<file path="src/common/err_report_pkg.sv">
// package: register map, field positions and types of the error reporting block
package err_report_pkg;
   localparam int ADDR_W = 6;
   localparam int CRED_DATA_W = 12;
   localparam int CRED_HDR_W = 8;
   // register byte offsets
   localparam logic [5:0] OFF_UNCOR_STAT = 6'h00;
   localparam logic [5:0] OFF_COR_STAT   = 6'h04;
   localparam logic [5:0] OFF_DEV_STAT   = 6'h08;
   localparam logic [5:0] OFF_CTRL       = 6'h0c;
   localparam logic [5:0] OFF_SEVERITY   = 6'h10;
   localparam logic [5:0] OFF_SEC_STAT   = 6'h14;
   localparam logic [5:0] OFF_IRQ_STAT   = 6'h18;
   localparam logic [5:0] OFF_IRQ_MASK   = 6'h1c;
   // uncorrectable status / severity bits
   localparam int UB_RXO  = 0;
   localparam int UB_FLOW_CONTROL_PROTOCOL_ERROR = 1;
   localparam int UB_DATA_LINK_PROTOCOL_ERROR = 2;
   localparam int UB_UDE  = 3;
   localparam int UB_PERR = 4;
   localparam int UNCOR_W = 5;
   // correctable status bits
   localparam int CB_TLP  = 0;
   localparam int CB_DLLP = 1;
   localparam int CB_RRO  = 2;
   localparam int CB_RTO  = 3;
   localparam int COR_W   = 4;
   // device status bits
   localparam int DB_COR = 0;
   localparam int DB_NFT = 1;
   localparam int DB_FTL = 2;
   localparam int DB_SSE = 3;
   localparam int DB_DPE = 4;
   localparam int DB_MDP = 5;
   localparam int DEV_W  = 6;
   // control bits
   localparam int CT_SYSTEM_ERROR_ENABLE = 0;
   localparam int CT_PERESP  = 1;
   localparam int CT_MSG_EN  = 2;
   localparam int CTRL_W     = 3;
   // irq status: 0 correctable, 1 nonfatal, 2 fatal
   localparam int IRQ_W = 3;
   localparam logic [CRED_DATA_W-1:0] MAX_DATA_CRED = 12'h7ff;
   localparam logic [CRED_HDR_W-1:0]  MAX_HDR_CRED  = 8'h7f;
   localparam logic [CRED_DATA_W-1:0] MIN_DATA_CRED = 12'h001;
   localparam logic [CRED_HDR_W-1:0]  MIN_HDR_CRED  = 8'h01;
   localparam logic [UNCOR_W-1:0] SEV_RESET = 5'h03;
   localparam logic [CTRL_W-1:0]  CTRL_RESET = 3'h0;

   typedef enum logic [1:0] {MSG_NONE, MSG_COR, MSG_NONFATAL, MSG_FATAL} msg_kind_t;

   typedef struct packed {
      logic rx_overflow;
      logic ack_seq_bad;
      logic tlp_edb_lcrc_bad;
      logic tlp_end_lcrc_bad;
      logic tlp_end_field_bad;
      logic dllp_crc_bad;
      logic replay_rollover;
      logic replay_timeout;
   } link_evt_t;

   typedef struct packed {
      logic                   init_valid;
      logic                   update_valid;
      logic                   is_hdr;
      logic [CRED_DATA_W-1:0] value;
   } fc_evt_t;

   typedef struct packed {
      logic imm_data_err;
      logic nonposted_wr;
      logic perr_in;
   } pci_evt_t;
endpackage : err_report_pkg

</file>
<file path="src/hdl/err_report.sv">
// error detection and reporting block for the link and pci data paths
//
// Our own choices: the Wishbone interface to the registers and the register offsets.
`timescale 1ns/1ps
module err_report (
   input  wire logic                              CLK,
   input  wire logic                              RESETN,
   input  wire logic                              CE,
   input  wire logic [err_report_pkg::ADDR_W-1:0] WB_ADR_I,
   input  wire logic [31:0]                       WB_DAT_I,
   input  wire logic [3:0]                        WB_SEL_I,
   input  wire logic                              WB_WE_I,
   input  wire logic                              WB_CYC_I,
   input  wire logic                              WB_STB_I,
   output logic      [31:0]                       WB_DAT_O,
   output logic                                   WB_ACK_O,
   input  wire err_report_pkg::link_evt_t         LINK_EVT,
   input  wire err_report_pkg::fc_evt_t           FC_EVT,
   input  wire err_report_pkg::pci_evt_t          PCI_EVT,
   output err_report_pkg::msg_kind_t              MSG_KIND,
   output logic                                   MSG_VALID,
   output logic                                   PCI_PARITY_ERROR_PIN_N_O,
   output logic                                   PCI_PARITY_ERROR_PIN_OE,
   output logic                                   IRQ
);
   import err_report_pkg::*;

   logic [UNCOR_W-1:0] uncor_reg, sev_reg;
   logic [COR_W-1:0]   cor_reg;
   logic [DEV_W-1:0]   dev_reg;
   logic [CTRL_W-1:0]  ctrl_reg;
   logic [1:0]         sec_reg;
   logic [IRQ_W-1:0]   irq_stat_reg, irq_mask_reg;
   logic               hdr_inf_reg, data_inf_reg;
   logic               perr_pin_reg;
   logic               perr_pin_n_reg;
   msg_kind_t          msg_kind_reg;
   logic               msg_valid_reg;
   logic [31:0]        dat_reg;
   logic               ack_reg, irq_reg;

   // bus decode
   wire bus_req = WB_CYC_I & WB_STB_I & ~ack_reg;
   wire bus_wr  = bus_req & WB_WE_I & WB_SEL_I[0];
   function automatic logic hit(input logic [ADDR_W-1:0] a, input logic [5:0] off);
      hit = ({a[ADDR_W-1:2], 2'b00} == off);
   endfunction : hit
   wire wr_uncor = bus_wr & hit(WB_ADR_I, OFF_UNCOR_STAT);
   wire wr_cor   = bus_wr & hit(WB_ADR_I, OFF_COR_STAT);
   wire wr_dev   = bus_wr & hit(WB_ADR_I, OFF_DEV_STAT);
   wire wr_ctrl  = bus_wr & hit(WB_ADR_I, OFF_CTRL);
   wire wr_sev   = bus_wr & hit(WB_ADR_I, OFF_SEVERITY);
   wire wr_sec   = bus_wr & hit(WB_ADR_I, OFF_SEC_STAT);
   wire wr_istat = bus_wr & hit(WB_ADR_I, OFF_IRQ_STAT);
   wire wr_imask = bus_wr & hit(WB_ADR_I, OFF_IRQ_MASK);

   // flow control checks
   wire fc_hdr_low  = FC_EVT.init_valid & FC_EVT.is_hdr & (FC_EVT.value != '0)
                      & (FC_EVT.value[CRED_HDR_W-1:0] < MIN_HDR_CRED);
   wire fc_data_low = FC_EVT.init_valid & ~FC_EVT.is_hdr & (FC_EVT.value != '0)
                      & (FC_EVT.value < MIN_DATA_CRED);
   wire fc_hdr_big  = (FC_EVT.init_valid | FC_EVT.update_valid) & FC_EVT.is_hdr
                      & ((FC_EVT.value[CRED_DATA_W-1:CRED_HDR_W] != '0)
                         | (FC_EVT.value[CRED_HDR_W-1:0] > MAX_HDR_CRED));
   wire fc_data_big = (FC_EVT.init_valid | FC_EVT.update_valid) & ~FC_EVT.is_hdr
                      & (FC_EVT.value > MAX_DATA_CRED);
   wire fc_inf_bad  = FC_EVT.update_valid & (FC_EVT.value != '0)
                      & (FC_EVT.is_hdr ? hdr_inf_reg : data_inf_reg);
   wire flow_control_protocol_error_evt    = fc_hdr_low | fc_data_low | fc_hdr_big | fc_data_big | fc_inf_bad;

   // event vectors
   wire ude_evt  = PCI_EVT.imm_data_err;
   wire perr_evt = PCI_EVT.nonposted_wr & PCI_EVT.perr_in;
   wire [UNCOR_W-1:0] uncor_evt = {perr_evt, ude_evt, LINK_EVT.ack_seq_bad,
                                   flow_control_protocol_error_evt, LINK_EVT.rx_overflow};
   wire [COR_W-1:0] cor_evt = {LINK_EVT.replay_timeout, LINK_EVT.replay_rollover,
                               LINK_EVT.dllp_crc_bad,
                               LINK_EVT.tlp_edb_lcrc_bad | LINK_EVT.tlp_end_lcrc_bad
                               | LINK_EVT.tlp_end_field_bad};
   wire fatal_evt    = |(uncor_evt & sev_reg);
   wire nonfatal_evt = |(uncor_evt & ~sev_reg);
   wire cor_any      = |cor_evt;
   wire msg_en       = ctrl_reg[CT_MSG_EN];
   wire send_uncor   = msg_en & (fatal_evt | nonfatal_evt);
   wire sse_evt      = send_uncor & ctrl_reg[CT_SYSTEM_ERROR_ENABLE];
   wire peresp       = ctrl_reg[CT_PERESP];
   wire mdp_evt      = (ude_evt | perr_evt) & peresp;
   msg_kind_t msg_next;
   assign msg_next = fatal_evt ? MSG_FATAL : nonfatal_evt ? MSG_NONFATAL :
                     cor_any ? MSG_COR : MSG_NONE;
   wire [DEV_W-1:0] dev_evt = {mdp_evt, ude_evt, sse_evt, fatal_evt, nonfatal_evt, cor_any};
   wire [IRQ_W-1:0] irq_evt = {fatal_evt, nonfatal_evt, cor_any};

   // set wins over write-one-to-clear
   function automatic logic [31:0] w1c(input logic [31:0] cur, input logic [31:0] set,
                                       input logic clr);
      w1c = (cur & ~(clr ? WB_DAT_I : 32'h0)) | set;
   endfunction : w1c

   wire [31:0] rd_mux =
      hit(WB_ADR_I, OFF_UNCOR_STAT) ? {27'h0, uncor_reg} :
      hit(WB_ADR_I, OFF_COR_STAT)   ? {28'h0, cor_reg} :
      hit(WB_ADR_I, OFF_DEV_STAT)   ? {26'h0, dev_reg} :
      hit(WB_ADR_I, OFF_CTRL)       ? {29'h0, ctrl_reg} :
      hit(WB_ADR_I, OFF_SEVERITY)   ? {27'h0, sev_reg} :
      hit(WB_ADR_I, OFF_SEC_STAT)   ? {30'h0, sec_reg} :
      hit(WB_ADR_I, OFF_IRQ_STAT)   ? {29'h0, irq_stat_reg} :
      hit(WB_ADR_I, OFF_IRQ_MASK)   ? {29'h0, irq_mask_reg} : 32'h0;

   // full-width next values, sliced where they are stored
   wire [31:0] uncor_wide_next = w1c(32'(uncor_reg), 32'(uncor_evt), wr_uncor);
   wire [31:0] cor_wide_next   = w1c(32'(cor_reg), 32'(cor_evt), wr_cor);
   wire [31:0] dev_wide_next   = w1c(32'(dev_reg), 32'(dev_evt), wr_dev);
   wire [31:0] sec_wide_next   = w1c(32'(sec_reg), {30'h0, perr_evt, ude_evt}, wr_sec);
   wire [31:0] istat_wide_next = w1c(32'(irq_stat_reg), 32'(irq_evt), wr_istat);
   wire [IRQ_W-1:0] irq_stat_next = istat_wide_next[IRQ_W-1:0];

   always_ff @(posedge CLK or negedge RESETN) begin
      if (!RESETN) begin
         uncor_reg    <= '0;
         cor_reg      <= '0;
         dev_reg      <= '0;
         sec_reg      <= '0;
         ctrl_reg     <= CTRL_RESET;
         sev_reg      <= SEV_RESET;
         irq_stat_reg <= '0;
         irq_mask_reg <= '0;
         irq_reg      <= 1'b0;
      end else if (CE) begin
         uncor_reg    <= uncor_wide_next[UNCOR_W-1:0];
         cor_reg      <= cor_wide_next[COR_W-1:0];
         dev_reg      <= dev_wide_next[DEV_W-1:0];
         sec_reg      <= sec_wide_next[1:0];
         irq_stat_reg <= irq_stat_next;
         if (wr_ctrl) ctrl_reg <= WB_DAT_I[CTRL_W-1:0];
         if (wr_sev) sev_reg <= WB_DAT_I[UNCOR_W-1:0];
         if (wr_imask) irq_mask_reg <= WB_DAT_I[IRQ_W-1:0];
         irq_reg      <= |(irq_stat_next & irq_mask_reg);
      end
   end

   // infinite credit memory: zero value on initial advertisement
   always_ff @(posedge CLK or negedge RESETN) begin
      if (!RESETN) begin
         hdr_inf_reg  <= 1'b0;
         data_inf_reg <= 1'b0;
      end else if (CE && FC_EVT.init_valid) begin
         if (FC_EVT.is_hdr) hdr_inf_reg <= (FC_EVT.value == '0);
         else data_inf_reg <= (FC_EVT.value == '0);
      end
   end

   // message, parity pin and bus answer
   always_ff @(posedge CLK or negedge RESETN) begin
      if (!RESETN) begin
         msg_kind_reg  <= MSG_NONE;
         msg_valid_reg <= 1'b0;
         perr_pin_reg  <= 1'b0;
         perr_pin_n_reg <= 1'b1;
         ack_reg       <= 1'b0;
         dat_reg       <= 32'h0;
      end else if (CE) begin
         msg_kind_reg  <= msg_next;
         msg_valid_reg <= msg_en & (msg_next != MSG_NONE);
         perr_pin_reg  <= ude_evt & peresp;
         perr_pin_n_reg <= ~(ude_evt & peresp);
         ack_reg       <= bus_req;
         dat_reg       <= bus_req ? rd_mux : 32'h0;
      end
   end

   assign WB_DAT_O                 = dat_reg;
   assign WB_ACK_O                 = ack_reg;
   assign MSG_KIND                 = msg_kind_reg;
   assign MSG_VALID                = msg_valid_reg;
   assign PCI_PARITY_ERROR_PIN_N_O = perr_pin_n_reg;
   assign PCI_PARITY_ERROR_PIN_OE  = perr_pin_reg;
   assign IRQ                      = irq_reg;

   property p_rxo;
      @(posedge CLK) disable iff (!RESETN)
      (CE && LINK_EVT.rx_overflow) |=> uncor_reg[UB_RXO];
   endproperty
   a_rxo: assert property (p_rxo) else $error("rx overflow not recorded");
   property p_fc_big;
      @(posedge CLK) disable iff (!RESETN)
      (CE && FC_EVT.update_valid && !FC_EVT.is_hdr && FC_EVT.value > MAX_DATA_CRED)
      |=> uncor_reg[UB_FLOW_CONTROL_PROTOCOL_ERROR];
   endproperty
   a_fc_big: assert property (p_fc_big) else $error("data credit overrun missed");
   property p_inf;
      @(posedge CLK) disable iff (!RESETN)
      (CE && FC_EVT.init_valid && FC_EVT.is_hdr && FC_EVT.value == '0) ##1
      (CE && FC_EVT.update_valid && FC_EVT.is_hdr && FC_EVT.value != '0) |=> uncor_reg[UB_FLOW_CONTROL_PROTOCOL_ERROR];
   endproperty
   a_inf: assert property (p_inf) else $error("infinite credit update missed");
   property p_data_link_protocol_error;
      @(posedge CLK) disable iff (!RESETN)
      (CE && LINK_EVT.ack_seq_bad) |=> uncor_reg[UB_DATA_LINK_PROTOCOL_ERROR] && (dev_reg[DB_FTL] || dev_reg[DB_NFT]);
   endproperty
   a_data_link_protocol_error: assert property (p_data_link_protocol_error) else $error("link protocol error missed");
   property p_btlp;
      @(posedge CLK) disable iff (!RESETN)
      (CE && (LINK_EVT.tlp_end_lcrc_bad || LINK_EVT.tlp_end_field_bad))
      |=> cor_reg[CB_TLP] && dev_reg[DB_COR];
   endproperty
   a_btlp: assert property (p_btlp) else $error("bad tlp missed");
   property p_sse;
      @(posedge CLK) disable iff (!RESETN)
      $rose(dev_reg[DB_SSE]) |-> $past(ctrl_reg[CT_SYSTEM_ERROR_ENABLE]) && $past(msg_en);
   endproperty
   a_sse: assert property (p_sse) else $error("system error without cause");
   property p_perr;
      @(posedge CLK) disable iff (!RESETN)
      PCI_PARITY_ERROR_PIN_OE |-> $past(peresp) && $past(ude_evt) && dev_reg[DB_DPE];
   endproperty
   a_perr: assert property (p_perr) else $error("parity pin without cause");
   property p_sev;
      @(posedge CLK) disable iff (!RESETN)
      (CE && LINK_EVT.replay_timeout && uncor_evt == '0) |=> cor_reg[CB_RTO] && MSG_KIND == MSG_COR;
   endproperty
   a_sev: assert property (p_sev) else $error("replay timeout mishandled");

   // severity flag follows an rx overflow link event
   property p_rxo_sev;
      @(posedge CLK) disable iff (!RESETN)
      (CE && LINK_EVT.rx_overflow)
      |=> (dev_reg[DB_FTL] || dev_reg[DB_NFT]);
   endproperty
   a_rxo_sev: assert property (p_rxo_sev) else $error("overflow severity missing");

   // header credit overrun on initial or update advertisement
   property p_hdr_big;
      @(posedge CLK) disable iff (!RESETN)
      (CE && (FC_EVT.init_valid || FC_EVT.update_valid) && FC_EVT.is_hdr
       && FC_EVT.value > CRED_DATA_W'(MAX_HDR_CRED))
      |=> uncor_reg[UB_FLOW_CONTROL_PROTOCOL_ERROR];
   endproperty
   a_hdr_big: assert property (p_hdr_big) else $error("header credit overrun missed");

   // edb terminated tlp with bad lcrc
   property p_edb;
      @(posedge CLK) disable iff (!RESETN)
      (CE && LINK_EVT.tlp_edb_lcrc_bad)
      |=> cor_reg[CB_TLP] && dev_reg[DB_COR];
   endproperty
   a_edb: assert property (p_edb) else $error("edb tlp error missed");

   // end terminated tlp with an invalid field
   property p_field;
      @(posedge CLK) disable iff (!RESETN)
      (CE && LINK_EVT.tlp_end_field_bad)
      |=> cor_reg[CB_TLP] && dev_reg[DB_COR];
   endproperty
   a_field: assert property (p_field) else $error("tlp field error missed");

   // dllp crc error
   property p_dllp;
      @(posedge CLK) disable iff (!RESETN)
      (CE && LINK_EVT.dllp_crc_bad)
      |=> cor_reg[CB_DLLP] && dev_reg[DB_COR];
   endproperty
   a_dllp: assert property (p_dllp) else $error("dllp crc error missed");

   // replay counter rollover
   property p_rro;
      @(posedge CLK) disable iff (!RESETN)
      (CE && LINK_EVT.replay_rollover)
      |=> cor_reg[CB_RRO] && dev_reg[DB_COR];
   endproperty
   a_rro: assert property (p_rro) else $error("replay rollover missed");

   // system error set whenever an uncorrectable message goes out with the enable on
   property p_sse_set;
      @(posedge CLK) disable iff (!RESETN)
      (CE && send_uncor && ctrl_reg[CT_SYSTEM_ERROR_ENABLE])
      |=> dev_reg[DB_SSE];
   endproperty
   a_sse_set: assert property (p_sse_set) else $error("system error not set");

   // pci data error on an immediate completer response
   property p_ude;
      @(posedge CLK) disable iff (!RESETN)
      (CE && ude_evt)
      |=> dev_reg[DB_DPE] && sec_reg[0] && (dev_reg[DB_FTL] || dev_reg[DB_NFT]);
   endproperty
   a_ude: assert property (p_ude) else $error("pci data error missed");

   // master data parity flag only with parity response enabled
   property p_mdp;
      @(posedge CLK) disable iff (!RESETN)
      $rose(dev_reg[DB_MDP]) |-> $past(peresp);
   endproperty
   a_mdp: assert property (p_mdp) else $error("master parity flag without enable");

   // target parity error during a nonposted write
   property p_secondary_parity_asserted_status;
      @(posedge CLK) disable iff (!RESETN)
      (CE && perr_evt)
      |=> sec_reg[1] && (dev_reg[DB_FTL] || dev_reg[DB_NFT]);
   endproperty
   a_secondary_parity_asserted_status: assert property (p_secondary_parity_asserted_status) else $error("target parity error missed");

   // fatal severity picks the fatal flag and message kind
   property p_fatal;
      @(posedge CLK) disable iff (!RESETN)
      (CE && (|(uncor_evt & sev_reg)))
      |=> dev_reg[DB_FTL] && MSG_KIND == MSG_FATAL;
   endproperty
   a_fatal: assert property (p_fatal) else $error("fatal severity ignored");

   // nonfatal severity picks the nonfatal flag
   property p_nonfatal;
      @(posedge CLK) disable iff (!RESETN)
      (CE && (|(uncor_evt & ~sev_reg)))
      |=> dev_reg[DB_NFT];
   endproperty
   a_nonfatal: assert property (p_nonfatal) else $error("nonfatal severity ignored");

   // messages only while enabled
   property p_msg;
      @(posedge CLK) disable iff (!RESETN)
      MSG_VALID |-> $past(msg_en) && MSG_KIND != MSG_NONE;
   endproperty
   a_msg: assert property (p_msg) else $error("message while disabled");

   // clock enable low freezes state
   property p_ce;
      @(posedge CLK) disable iff (!RESETN)
      !CE |=> $stable(uncor_reg) && $stable(cor_reg) && $stable(dev_reg) && $stable(WB_ACK_O);
   endproperty
   a_ce: assert property (p_ce) else $error("state moved while frozen");

   // bus answer is a single cycle pulse
   property p_ack;
      @(posedge CLK) disable iff (!RESETN)
      WB_ACK_O |=> !WB_ACK_O;
   endproperty
   a_ack: assert property (p_ack) else $error("ack held too long");
endmodule : err_report

</file>
<file path="config.mk">
export PLATFORM = sky130hd
export DESIGN_NAME = err_report
export DESIGN_NICKNAME = d
export VERILOG_FILES = /design/src/common/err_report_pkg.sv /design/src/hdl/err_report.sv
export SDC_FILE = /design/constraint.sdc
export NUM_CORES = 1
export LEC_CHECK = 0
export ABC_AREA = 1
export BUFFER_PORTS_ARGS = -buffer_cell sky130_fd_sc_hd__buf_4
export CORE_UTILIZATION = 49
export CTS_BUF_LIST = sky130_fd_sc_hd__clkbuf_4 sky130_fd_sc_hd__clkbuf_8
export CTS_CLUSTER_SIZE = 24
export DETAILED_ROUTE_END_ITERATION = 10
export GPL_TIMING_DRIVEN = 0
export PLACE_DENSITY = 0.81
export REMOVE_ABC_BUFFERS = 1
export SKIP_CTS_REPAIR_TIMING = 1
export SYNTH_ARGS = -nofsm -noshare
export SYNTH_HDL_FRONTEND = slang
export SYNTH_SLANG_ARGS = --single-unit
</file>
<file path="constraint.sdc">
create_clock -name CLK -period 1.85 [get_ports CLK]
set_input_delay 0.2775 -clock CLK [delete_from_list [all_inputs] [get_ports CLK]]
set_output_delay 0.2775 -clock CLK [all_outputs]
set_load 0.1 [all_outputs]
</file>
==> reports/summary.txt <==
Sequential share of power: 45.7%
Minimum clock period: 1.67 ns
IO Pins: 113
Clk root buf: clkbuf_8
Sw Share: 36.7%
Pint: 1.50 mW
Reg2Reg Setup Slack: 0.18 ns
Max Slew Vio Count: 0
Die height: 74.3 um
Num CTS Buffers: 5
Drt total wl: 6060 um
Final hold violations: 43
Routed vias/inst: 5.09
Fmax: 600 MHz
Number of buffers inserted by port buffering: 55
Dominant cell type by area after synthesis: dfrtp_1
Final WS setup: 0.184 ns
Die Width: 74.3 um
Final Setup Violations: 0
Critical path class: flip-flop to flip-flop
TritonCTS Sinks: 46
Routed len/inst: 13.1 um
Skew-Pair Late Insertion Delay: 0.31 ns
Nets: 469
Combinational share of power: 26.8%
Antenna violations before repair: 0
Synthesized area per cell: 7.58 sq um
Ys flop type: dfrtp_1
Clock Power Share: 27.4%
Violated checks: hold timing
Required @ worst endpoint: 2.02 ns
Placed Cells: 455
Via count: 2355
Die area: 0.00552 sq mm
Core area: 0.00488 sq mm
Power Density: 778 mW/mm^2
Total Routing Usage GR: 24.0%
Crit share post-route: 90.0%
Relative slew slack: 61.2%
Pre-CTS WS: -0.0400 ns
Synth cell types: 33
Mapped Cells: 338
CTS tree: done
Largest net degree at the start of global routing: 47
MaxCap Viol Count: 0
Setup crit start kind: flip-flop
Row Count: 25
Remaining antenna violation count: 0
Mapped Area: 0.00256 sq mm
FILL cells: 435
CP Max Fanout: 6
Seq. cell area: 0.00115 sq mm
Overflow after GRT: 0
Min-delay worst type: primary input to async pin
Cell Area, Placed: 0.00294 sq mm
Sw power: 0.867 mW
First-pass GRT wire length: 9710 um
CP Capture Type: flip-flop
P_leak: 1.52 nW
Final instance area: 0.00304 sq mm
DRT iter0 DRCs: 118
Drt drc: 0
Inserted Diodes: 0
Number of enable flip-flop cells after synthesis: 0
Ys async rst share: 100%
WP data arrival: 1.84 ns
Top cells by area, synth: dfrtp_1 (42%), nand2_1 (17%), buf_4 (7.6%)
Peak supply drop: 0.474 mV
Layout Area Growth over Synthesis: 18.6%
Number of global-route vias before repair: 2117
Multi-input logic area: 0.00118 sq mm
Top-area cell type share of the netlist area: 42.0%
Yosys warning total: 0
Status: finished with violations
Max clock buf depth: 2
Reg clk slew, reported paths: 0.09 ns
Sequential area share after synthesis: 45.1%
FF-to-FF End: dev_reg[0]$_DFFE_PN0P_
Share of cells above drive strength 1: 21.7%
Post-DP HPWL: 4520 um
R2R Path Start: WB_ACK_O$_DFFE_PN0P_
Flops & latches, synth: 46
Initial Util: 52.5%
PnR Total Power: 2.36 mW
Slew @ Worst Pin: 0.582 ns
Clk_skew: 0.0128 ns
H-tree depth: 2
Critical path launch point: WB_ACK_O$_DFFE_PN0P_
Worst hold margin: -0.0385 ns
Worst reg-to-reg path cell count: 8
Non-Filler Instances: 463
RSZ-0062 raised after global routing: no
Gpl congestion: 0.914
First drt pass iteration count: 4
## layout make-up
class	count	share of cell area, %
Multi-Input combinational cell	258	38.9
Sequential cell	46	38.0
Timing Repair Buffer	55	13.6
Inverter	29	3.58
Clock buffer	7	2.97
Tap cell	67	2.76
Clock inverter	1	0.165
## through the flow
step / TNS [ns] / util [%]
6_report: 0 / 62.3
5_1_grt: 0 / 62.3
3_5_place_dp: -0.0852 / 60.3
3_3_place_gp: -0.0135 / 60.3
4_1_cts: 0 / 62.3
2_1_floorplan: 0 / -
## worst max path at each step
stage / slack, ns / to / cells past startpoint
after global placement: -0.01 / dev_reg[3]$_DFFE_PN0P_ / 8
after CTS: 0.19 / dev_reg[0]$_DFFE_PN0P_ / 8
after floorplan: 0.04 / dev_reg[0]$_DFFE_PN0P_ / 8
after global routing: 0.01 / dev_reg[0]$_DFFE_PN0P_ / 8
final: 0.18 / dev_reg[0]$_DFFE_PN0P_ / 8
after detailed placement: -0.04 / dev_reg[0]$_DFFE_PN0P_ / 8
## critical path: stages, from the launching register on
cell	delay, ns
dfrtp_1	0.39
inv_1	0.08
nand3_2	0.14
nor2_2	0.18
inv_2	0.11
nor2_4	0.17
nand2_1	0.18
o21ai_0	0.19
o21ai_0	0.10
## metal layers
metal | part of all wire (%) | wire [um] | global-route usage, %
met1 | 45 | 2720 | 32.7
met2 | 46 | 2810 | 38.6
met3 | 7.2 | 434 | 4.20
met4 | 1.7 | 101 | 9.01
met5 | 0 | 0 | 0
## synthesized netlist by cell type, types with 2 or more instances
| library cell | number |
|---|---|
| a32o_1 | 2 |
| inv_1 | 24 |
| dfstp_2 | 3 |
| o211ai_1 | 3 |
| inv_2 | 5 |
| nand2_1 | 116 |
| nor2_2 | 2 |
| a21oi_1 | 5 |
| o21ai_1 | 6 |
| clkbuf_1 | 4 |
| nand3_1 | 11 |
| o21ai_0 | 36 |
| nand2_2 | 4 |
| nand4_1 | 3 |
| buf_4 | 26 |
| or2_2 | 2 |
| nor2_1 | 27 |
| nor2_4 | 2 |
| dfrtp_1 | 43 |
## layout by cell type, fill, tap and decap left out, drive strengths merged, types with 2 or more instances in the layout
cell type / Yosys / layout
nand3: 12 / 12
nand2: 120 / 120
nand4: 3 / 3
a32o: 2 / 2
clkbuf: 4 / 7
dfstp: 3 / 3
o21ai: 42 / 42
buf: 26 / 55
nor2: 31 / 31
or2: 2 / 2
o211ai: 3 / 3
nor3: 3 / 3
dfrtp: 43 / 43
a21oi: 6 / 6
conb: 1 / 26
inv: 29 / 29
## power by group through the flow
stage,Clock (mW),Combinational (mW),Sequential (mW)
6_report,0.648,0.635,1.08
5_1_grt,0.700,0.674,1.09
4_1_cts,0.656,0.635,1.08
3_5_place_dp,0,0.634,1.10
3_3_place_gp,0,0.629,1.10
2_1_floorplan,0,0.352,1.20
## cell families (layout without fill, tap and decap cells)
logic type             count (synthesis)  count (layout)  synth area share, %
other                                  1              26                0.146
flip-flops                            46              46                 45.1
AO/OA/AOI/OAI                         59              59                 13.0
AND/OR/NAND/NOR                      173             173                 29.3
buffers and inverters                 59              92                 12.5
(Power assumes the default switching activity.)
